## src/rtl/gioss_pkg.sv

```systemverilog
package gioss_pkg;
  // instruction field layout
  localparam int GIOSS_CLASS_HI = 15;
  localparam int GIOSS_CLASS_LO = 14;
  localparam int GIOSS_OP_HI = 13;
  localparam int GIOSS_OP_LO = 8;
  localparam int GIOSS_REG_BIT = 9;
  localparam int GIOSS_DEV_HI = 7;
  localparam int GIOSS_DEV_LO = 3;
  localparam int GIOSS_FN_HI = 2;
  localparam int GIOSS_FN_LO = 0;
  localparam int GIOSS_BYTE_HI = 7;
  localparam logic [1:0] GIOSS_CLASS_IO = 2'h1;
  // upper opcode byte values (register bit cleared, except GIOSS_OP_SELX and GIOSS_OP_RDBM)
  localparam logic [7:0] GIOSS_OP_SKIPF = 8'h48;
  localparam logic [7:0] GIOSS_OP_SEL = 8'h40;
  localparam logic [7:0] GIOSS_OP_SELA = 8'h44;
  localparam logic [7:0] GIOSS_OP_SELX = 8'h46;
  localparam logic [7:0] GIOSS_OP_INW = 8'h58;
  localparam logic [7:0] GIOSS_OP_INB = 8'h78;
  localparam logic [7:0] GIOSS_OP_INWM = 8'h5C;
  localparam logic [7:0] GIOSS_OP_INBM = 8'h7C;
  localparam logic [7:0] GIOSS_OP_RDW = 8'h59;
  localparam logic [7:0] GIOSS_OP_RDB = 8'h79;
  localparam logic [7:0] GIOSS_OP_RDWM = 8'h5D;
  localparam logic [7:0] GIOSS_OP_RDBM = 8'h7F;
  localparam logic [7:0] GIOSS_REG_MASK = 8'h02;
  localparam logic [15:0] GIOSS_PC_ONE = 16'h0001;
  localparam logic [15:0] GIOSS_PC_TWO = 16'h0002;
  localparam logic [15:0] GIOSS_ZERO16 = 16'h0000;
  // last wait count, lets the response clear the synchroniser
  localparam logic [1:0] GIOSS_WAIT_LAST = 2'h2;

  // instruction type signalled to the interface
  typedef enum logic [1:0] {
    GIOSS_T_NONE,
    GIOSS_T_SENSE,
    GIOSS_T_SELECT,
    GIOSS_T_INPUT
  } gioss_type_t;

  // bus toward the peripheral interfaces
  typedef struct packed {
    logic strobe;
    gioss_type_t itype;
    logic [4:0] dev;
    logic [2:0] fn;
    logic data_oe;
    logic [15:0] data;
  } gioss_bus_t;

  // result back to the sequencer
  typedef struct packed {
    logic done;
    logic wr_a;
    logic wr_x;
    logic [15:0] wdata;
    logic [15:0] pc_inc;
    logic take_irq;
    logic illegal;
  } gioss_res_t;
endpackage

```

## src/rtl/gioss_exec.sv

```systemverilog
// Summary of operation
// (RULE1) skip-if-false: false adds two, true one
// (RULE2) select sends function, select signal, nothing changes
// (RULE3) select-present also drives A or X out
// (RULE4) peripheral decodes address, function, type, data
// (RULE5) byte input loads low half, keeps high
// (RULE6) unconditional input reads without any sense test
// (RULE7) conditional input waits for true response
// (RULE8) interrupt taken after each failed test; the code takes it only while irq_pending is set, else it retries
// (RULE9) masked word input ands all sixteen bits
// (RULE10) masked byte input ands low half only
// (RULE11) word input replaces whole A or X
// (RULE12) byte input writes low half of A/X
// (RULE13) masked word input ands into A or X
// (RULE14) masked byte ands bits zero to seven
// (RULE15) peripheral picks data source by function
// (RULE16) fields: class, operation, device, function code
// (RULE17) bit nine picks accumulator or index
// (RULE18) instruction type signalled to the interface
// (RULE19) single response line sampled once per test
module gioss_exec (
  // clock and reset
  input wire logic clk_sys,
  input wire logic rst,
  // instruction issue from the sequencer
  input wire logic start,
  input wire logic [15:0] instr,
  input wire logic [15:0] accum,
  input wire logic [15:0] index,
  input wire logic irq_pending,
  // peripheral side pins
  input wire logic resp_pin,
  input wire logic [15:0] data_in_pin,
  output gioss_pkg::gioss_bus_t bus,
  // result to the sequencer
  output gioss_pkg::gioss_res_t res,
  output logic busy
);
  import gioss_pkg::*;

  ////////////////////////////////////////////////////////////////////
  // pin synchronisers
  logic [1:0] resp_sync_q, resp_sync_d; // stage 0 feeds stage 1 only
  logic [15:0] din_s1_q, din_s1_d;
  logic [15:0] din_s2_q, din_s2_d;

  // two-stage capture of outside inputs
  always_comb begin
    resp_sync_d = {resp_sync_q[0], resp_pin};
    din_s1_d = data_in_pin;
    din_s2_d = din_s1_q;
  end

  // register the synchronisers
  always_ff @(posedge clk_sys or posedge rst) begin
    if (rst) begin
      resp_sync_q <= 2'h0;
      din_s1_q <= 16'h0000;
      din_s2_q <= 16'h0000;
    end else begin
      resp_sync_q <= resp_sync_d;
      din_s1_q <= din_s1_d;
      din_s2_q <= din_s2_d;
    end
  end

  logic resp_s; // synchronised response
  logic [15:0] din_s; // synchronised data bus
  assign resp_s = resp_sync_q[1];
  assign din_s = din_s2_q;

  ////////////////////////////////////////////////////////////////////
  // decode of the held instruction
  typedef enum logic [1:0] {
    GIOSS_S_IDLE,
    GIOSS_S_PRESENT,
    GIOSS_S_WAIT,
    GIOSS_S_SAMPLE
  } gioss_state_t;

  gioss_state_t st_q, st_d;
  logic [15:0] ir_q, ir_d; // held instruction
  logic [15:0] opnd_q, opnd_d; // captured A or X
  logic [1:0] wait_q, wait_d; // lets the sync chain settle
  gioss_bus_t bus_q, bus_d;
  gioss_res_t res_q, res_d;

  logic [7:0] op_hi; // upper byte with register bit
  logic [7:0] op_base; // upper byte, register bit cleared
  logic use_x; // index selected
  logic is_io;
  logic is_skipf, is_sel, is_sep, is_inw, is_inb, is_inwm, is_inbm;
  logic is_rdw, is_rdb, is_rdwm, is_rdbm;
  logic is_input, is_cond, is_byte, is_mask;

  // split the instruction into class, operation and register (RULE16)
  always_comb begin
    op_hi = ir_q[GIOSS_CLASS_HI:GIOSS_OP_LO];
    op_base = op_hi & ~GIOSS_REG_MASK;
    use_x = ir_q[GIOSS_REG_BIT]; // RULE17
    is_io = (ir_q[GIOSS_CLASS_HI:GIOSS_CLASS_LO] == GIOSS_CLASS_IO);
    is_skipf = (op_hi == GIOSS_OP_SKIPF);
    is_sel = (op_hi == GIOSS_OP_SEL);
    is_sep = (op_hi == GIOSS_OP_SELA) || (op_hi == GIOSS_OP_SELX);
    is_inw = (op_base == GIOSS_OP_INW);
    is_inb = (op_base == GIOSS_OP_INB);
    is_inwm = (op_base == GIOSS_OP_INWM);
    is_inbm = (op_base == GIOSS_OP_INBM);
    is_rdw = (op_base == GIOSS_OP_RDW);
    is_rdb = (op_base == GIOSS_OP_RDB);
    is_rdwm = (op_base == GIOSS_OP_RDWM);
    // conditional masked byte read keeps bit nine as register choice
    is_rdbm = ((op_hi | GIOSS_REG_MASK) == GIOSS_OP_RDBM) &&
              (op_base != GIOSS_OP_INBM);
    is_cond = is_rdw || is_rdb || is_rdwm || is_rdbm;
    is_input = is_inw || is_inb || is_inwm || is_inbm || is_cond;
    is_byte = is_inb || is_inbm || is_rdb || is_rdbm;
    is_mask = is_inwm || is_inbm || is_rdwm || is_rdbm;
  end

  ////////////////////////////////////////////////////////////////////
  // merge of input data into the receiving register
  logic [15:0] merged; // value written to A or X
  always_comb begin
    merged = opnd_q;
    if (is_byte) begin
      // high half is kept in every byte form
      if (is_mask) begin
        merged[GIOSS_BYTE_HI:0] =
          din_s[GIOSS_BYTE_HI:0] & opnd_q[GIOSS_BYTE_HI:0]; // RULE10 RULE14
      end else begin
        merged[GIOSS_BYTE_HI:0] = din_s[GIOSS_BYTE_HI:0]; // RULE5 RULE12
      end
    end else if (is_mask) begin
      merged = din_s & opnd_q; // RULE9 RULE13
    end else begin
      merged = din_s; // RULE11
    end
  end

  ////////////////////////////////////////////////////////////////////
  // sequencer: present, let the response settle, sample once
  always_comb begin
    st_d = st_q;
    ir_d = ir_q;
    opnd_d = opnd_q;
    wait_d = wait_q;
    bus_d = bus_q;
    res_d = '0;
    case (st_q)
      GIOSS_S_IDLE: begin
        bus_d = '0;
        if (start) begin
          ir_d = instr;
          opnd_d = instr[GIOSS_REG_BIT] ? index : accum;
          st_d = GIOSS_S_PRESENT;
        end
      end
      GIOSS_S_PRESENT: begin
        if (!is_io || !(is_skipf || is_sel || is_sep || is_input)) begin
          // outside this block: hand back untouched
          res_d.done = 1'b1;
          res_d.illegal = 1'b1;
          res_d.pc_inc = GIOSS_PC_ONE;
          st_d = GIOSS_S_IDLE;
        end else begin
          bus_d.strobe = 1'b1;
          bus_d.dev = ir_q[GIOSS_DEV_HI:GIOSS_DEV_LO];
          bus_d.fn = ir_q[GIOSS_FN_HI:GIOSS_FN_LO];
          // type tells the interface how to read the function (RULE18)
          if (is_skipf) begin
            bus_d.itype = GIOSS_T_SENSE;
          end else if (is_input) begin
            bus_d.itype = GIOSS_T_INPUT;
          end else begin
            bus_d.itype = GIOSS_T_SELECT; // RULE2
          end
          bus_d.data_oe = is_sep; // RULE3
          bus_d.data = is_sep ? opnd_q : GIOSS_ZERO16; // RULE3
          wait_d = 2'h0;
          st_d = GIOSS_S_WAIT;
        end
      end
      GIOSS_S_WAIT: begin
        // three cycles so the response passes the synchroniser
        wait_d = wait_q + 2'h1;
        if (wait_q == GIOSS_WAIT_LAST) begin
          st_d = GIOSS_S_SAMPLE;
        end
      end
      GIOSS_S_SAMPLE: begin
        bus_d = '0;
        st_d = GIOSS_S_IDLE;
        res_d.done = 1'b1;
        res_d.pc_inc = GIOSS_PC_ONE;
        if (is_skipf) begin
          res_d.pc_inc = resp_s ? GIOSS_PC_ONE : GIOSS_PC_TWO; // RULE1 RULE19
        end else if (is_input && (!is_cond || resp_s)) begin
          // unconditional forms never look at the response (RULE6)
          res_d.wr_a = !use_x; // RULE17
          res_d.wr_x = use_x;
          res_d.wdata = merged;
        end else if (is_cond) begin
          // false response: retry, or yield to an interrupt (RULE7 RULE8)
          if (irq_pending) begin
            res_d.done = 1'b1;
            res_d.take_irq = 1'b1;
            res_d.pc_inc = GIOSS_ZERO16; // resumes same instruction
          end else begin
            res_d.done = 1'b0;
            bus_d = bus_q;
            wait_d = 2'h0;
            st_d = GIOSS_S_WAIT; // RULE7
          end
        end
      end
      default: begin
        st_d = GIOSS_S_IDLE;
        bus_d = '0;
      end
    endcase
  end

  // register sequencer state
  always_ff @(posedge clk_sys or posedge rst) begin
    if (rst) begin
      st_q <= GIOSS_S_IDLE;
      ir_q <= 16'h0000;
      opnd_q <= 16'h0000;
      wait_q <= 2'h0;
      bus_q <= '0;
      res_q <= '0;
    end else begin
      st_q <= st_d;
      ir_q <= ir_d;
      opnd_q <= opnd_d;
      wait_q <= wait_d;
      bus_q <= bus_d;
      res_q <= res_d;
    end
  end

  assign bus = bus_q;
  assign res = res_q;
  assign busy = (st_q != GIOSS_S_IDLE);
endmodule

```

## config.mk

```make
export PLATFORM = sky130hd
export DESIGN_NAME = gioss_exec
export DESIGN_NICKNAME = d
export VERILOG_FILES = /design/src/rtl/gioss_pkg.sv /design/src/rtl/gioss_exec.sv
export SDC_FILE = /design/constraint.sdc
export NUM_CORES = 1
export LEC_CHECK = 0
export ABC_AREA = 1
export BUFFER_PORTS_ARGS = -buffer_cell sky130_fd_sc_hd__buf_2
export CAP_MARGIN = 10
export CORE_UTILIZATION = 55
export CTS_CLUSTER_SIZE = 25
export DETAILED_ROUTE_END_ITERATION = 10
export MAX_ROUTING_LAYER = met4
export PLACE_DENSITY = 0.91
export SYNTH_ARGS = -nofsm -noshare
export SYNTH_HDL_FRONTEND = slang
export SYNTH_SLANG_ARGS = --single-unit
```

## constraint.sdc

```tcl
create_clock -name clk_sys -period 7.5 [get_ports clk_sys]
set_clock_uncertainty 0.2 [all_clocks]
set_input_delay 1.125 -clock clk_sys [delete_from_list [all_inputs] [get_ports clk_sys]]
set_output_delay 1.125 -clock clk_sys [all_outputs]
set_load 0.01 [all_outputs]
```

==> metrics, run 1 <==
status=finished, final reports clean; crit share post-route=35.0%; Detailed Route Iter0 Violations=269; CTS resizes=0; core footprint=7810 sq um; Max FO, Critical Path=5; port buffer count=120; YS warnings=0; final setup vio count=0; Synth Register Bits=121; Initial Util=57.7%; DR vias/cell=5.14; H-tree levels=4; met3 Use GR=7.64%; GR Layer Usage met2=42.9%; Antenna Nets Post-Route=0; Detailed Place HPWL=6820 microns; Fin Setup TNS=0 ps; clk buf depth=2; Distinct cells, synth=25; Die Ht=92.5 microns; vias=3554; ANT cells=0; Final nets=650; Rel. slew slack=45.0%; leading cell type in the layout, fill and taps excluded=nand2_1; CP Class=reg2out; reg2reg setup slack=5180 ps; Slew @ Worst Pin=823 ps; Seq/Total Area, Yosys=67.2%; later-pin clock latency in the skew report=510 ps; largest area contributor in the synthesized netlist=dfrtp_1; Peak VDD IR=170 uV; antenna violations before repair=0; I/O pin cnt=135; Pins Over Slew Limit=0; Post CTS Setup Buffer Count=0; top-area cell type share of the netlist area=67.2%; final hold vios=0; syn_area_per_cell=9.93 sq um; first-pass GRT wire length=16600 microns; FMAX=381 MHz; Die Outline Area=8560 sq um; Synth area leaders=dfrtp_1 67%, nand2_1 14%, nor2_1 4.4%; hold_ws=144 ps; largest net degree at the start of global routing=67; Worst Path Required=6170 ps; commonest non-fill, non-tap cells in the layout=167 x nand2_1, 121 x dfrtp_1, 120 x buf_2; CTS Buf Count=17; DR pass1 iterations=4; Worst-path clk slew=50 ps; num rows=32; crit end category=primary output; GRT Util Overall=27.1%; Hold/Removal Path Class=reg2reg; RD Place Congestion=0.863; GR peak layer=met2; share of cells above drive strength 1=27.2%; clock root cell=clkbuf_8; fin util=72.4%; PD cells=313 nW/um^2; vias in the first global route=3624; GRT overflow=0; WP data arrival=1300 ps; unrepaired setup endpoints after global routing=false; hold-fix buffers at CTS=0; synthesized area=4510 sq um; min cycle time layout=2630 ps; GRT met1 Usage=31.0%; final WL=10400 microns; area grow syn2layout=25.3%; Synth Instances=454; LEAKAGE=3.15 nW; CTS tree=built; Startpoint Class=flop; DRC violations left=0; wire per inst=15.0 microns; clock sink count=121; # fillers=535; die width=92.5 microns; maxcap violations=0
## metal layers
layer	up-vias	routed length (microns)	part of all wire (%)
met5	-	0	0
met2	160	5310	51
met1	1724	4030	39
met4	0	386	3.7
li1	1633	-	-
met3	37	646	6.2
## Yosys cell counts
cell      instances
a31oi_1          16
buf_2             6
buf_4            15
buf_6             2
clkbuf_1          4
clkinv_1          2
conb_1            1
dfrtp_1         121
ha_1              1
inv_1            20
inv_2             2
nand2_1         167
nand2_2           2
nand2_4           2
nand3_1           8
nand4_1           1
nand4_2           1
nor2_1           53
nor2_2            2
nor2_4            1
nor3_1            1
nor3_4            1
o21ai_0          22
o22ai_1           1
or2_2             2
## cell families after synthesis
family / count (synthesis) / synth area share (%)
AOI/OAI and AO/OA: 39 / 4.80
adders and majority gates: 1 / 0.278
buffers and inverters: 51 / 6.00
DFF: 121 / 67.2
other: 1 / 0.0832
and+or+nand+nor: 241 / 21.7
## path summary, 6_finish.rpt
check / start / to / depth (start not counted)
hold / removal: din_s1_q[14] / din_s[14] / 0
hold reg to reg: din_s1_q[14] / din_s[14] / 0
setup / recovery: st_q[1] / busy / 3
min in group asynchronous: rst / din_s[2] / 2
setup reg to reg: st_q[1] / opnd_q[13] / 5
max in group asynchronous: rst / res[28] / 3
## stage by stage
stage | power (mW) | setup WS (ps) | instances | cell area, sq um
finish | 1.77 | 4870 | 691 | 5650
global route | 1.85 | 4810 | 691 | 5650
CTS | 1.78 | 4860 | 691 | 5650
detailed placement | 1.05 | 4710 | 663 | 5110
global placement | 1.03 | 4800 | 663 | 5110
floorplan | 0.978 | 2960 | 467 | 4560
## state kept, by name, indices dropped and copies added (netlist names)
name	flops
bus	28
din_s	16
din_s1_q	16
ir_q	16
opnd_q	16
res	23
resp_sync_q	2
st_q	2
wait_q	2
## worst max-delay path: stages, from the launching register on
cell	delay [ps]
dfrtp_1	410
nor2_1	170
inv_1	80
buf_2	140
## cell type report
cell class,count,area (sq um),share of cell area (%)
Tap cell,102,128,2.26
Multi-Input combinational cell,295,1260,22.3
Timing Repair Buffer,121,608,10.8
Clock buffer,25,494,8.75
Sequential cell,121,3030,53.6
Clock inverter,3,40.0,0.709
Inverter,24,92.6,1.64
## report_power, final
group	switching, mW	leakage (nW)	total (mW)	internal, mW
clock	0.250	0.266	0.724	0.474
combinational	0.164	1.36	0.243	0.0791
sequential	0.0605	1.53	0.804	0.744
total	0.474	3.15	1.77	1.30
Note: power is estimated with default switching activity, not from simulation.
==> run 2: changes to the inputs <==
- CORE_UTILIZATION: 55 -> 46
- PLACE_DENSITY: 0.91 -> 0.82
- clock period: 7.5 -> 2.4 ns (I/O delays scaled with it)
==> metrics, run 2 (synthesis gave the netlist of run 1 again) <==
status=finished, final reports clean; Post CTS Setup Buffer Count=0; Detailed Route Iter0 Violations=266; min cycle time layout=2310 ps; GRT overflow=0; commonest non-fill, non-tap cells in the layout=167 x nand2_1, 121 x dfrtp_1, 120 x buf_2; WP data arrival=2550 ps; Startpoint Class=flop; switching pwr=1.67 mW; Hold/Removal Path Class=in2reg; combinational power share=16.5%; crit share post-route=96.1%; die width=101 microns; Slew @ Worst Pin=594 ps; Max FO, Critical Path=29; Rel. slew slack=60.4%; first-pass GRT wire length=18600 microns; max reg flops=28; maxcap violations=0; Detailed Place HPWL=6870 microns; Tot Pwr=6.14 mW; DRC violations left=0; hold_ws=12.2 ps; FMAX=434 MHz; reg2reg setup slack=90 ps; CTS resizes=0; PD cells=948 nW/um^2; vias in the first global route=3798; CTS Buf Count=17; RD Place Congestion=0.858; GRT Util Overall=25.7%; LEAKAGE=3.47 nW; crit end category=flop; antenna violations before repair=0; Sw Ratio=27.2%; DR pass1 iterations=5; final hold vios=0; I/O pin cnt=135; Antenna Nets Post-Route=0; Worst-path clk slew=60 ps; # fillers=684; wire per inst=14.7 microns; leading cell type in the layout, fill and taps excluded=nand2_1; clock network fraction of total power=42.5%; Initial Util=48.1%; Placed Cells=694; area grow syn2layout=43.6%; share of cells above drive strength 1=25.5%; clk buf depth=2; final WL=11700 microns; Pins Over Slew Limit=0; core footprint=9370 sq um; Sequential Power Share=41.0%; unrepaired setup endpoints after global routing=false; largest net degree at the start of global routing=73; clock root cell=clkbuf_8; num rows=35; Die Outline Area=10200 sq um; Die Ht=101 microns; clock sink count=121; Fin Setup TNS=0 ps; later-pin clock latency in the skew report=510 ps; Worst Path Required=2640 ps; vias=3845; CP Class=reg2reg; DR vias/cell=4.85; ANT cells=0; CTS tree=built; Cell Int Power=4.47 mW; fin cells=792; Peak VDD IR=585 uV; Final nets=720; H-tree levels=4; port buffer count=120; final setup vio count=0
-- run 2: changes by cell type in the layout (fill, tap and decap cells not counted), sizes merged --
cell         change
clkinv           +2
clkbuf           -5
clkinvlp         +5
dlygate4sd3     +66
buf              +4
inv              -1
bufinv           +3
-- run 2: final cells by class --
class	instances	area, sq um	area share [%]
repair buffers	191	1320	20.4
clock buffers	20	435	6.72
flip-flops and latches	121	3030	46.8
clock inverters	12	174	2.69
well taps	129	161	2.49
multi-input cells	295	1260	19.4
inverters	24	93.8	1.45
-- run 2: worst paths after layout --
kind,from,end,depth (start not counted)
max,st_q[1],opnd_q[1],7
max in group asynchronous,rst,res[29],4
min reg2reg,din_s1_q[5],din_s[5],0
min,start,ir_q[9],3
min in group asynchronous,rst,bus[4],4
max reg2reg,st_q[1],opnd_q[1],7
-- run 2: metrics by stage --
step | setup slack (ps) | util (%) | area [sq um]
floorplan | 357 | - | 4560
detailed placement | 590 | 55.5 | 5200
global placement | 681 | 55.5 | 5200
finish | 94.6 | 69.1 | 6470
CTS | 185 | 69.1 | 6470
global route | 22.8 | 69.1 | 6470
-- run 2: metal layers --
layer	vias up	global-route usage, %	routed length, microns
met5	-	-	0
met1	1848	29.0	4570
met2	174	42.6	6040
met4	0	13.8	379
li1	1784	-	-
met3	39	5.89	684
-- run 2: timing repair --
item,4_1_cts,5_1_grt
hold buffers,66,0
endpoints found under the setup margin,0,0
endpoints found under the hold margin,170,0
-- run 2: critical path: stages (launching register included) --
cell and delay (ps):
dfrtp_1 440, nor2_1 160, nand2_1 130, inv_2 210, buf_12 210, nor2_1 80
a31oi_1 200, dlygate4sd3_1 600
-- run 2: power by group through the flow --
| stage | combinational [mW] | clock, mW | sequential (mW) |
|---|---|---|---|
| finish | 1.02 | 2.61 | 2.52 |
| CTS | 0.995 | 2.61 | 2.51 |
| floorplan | 0.551 | 0 | 2.50 |
| detailed placement | 0.784 | 0 | 2.53 |
| global placement | 0.749 | 0 | 2.52 |
| global route | 1.13 | 2.72 | 2.55 |
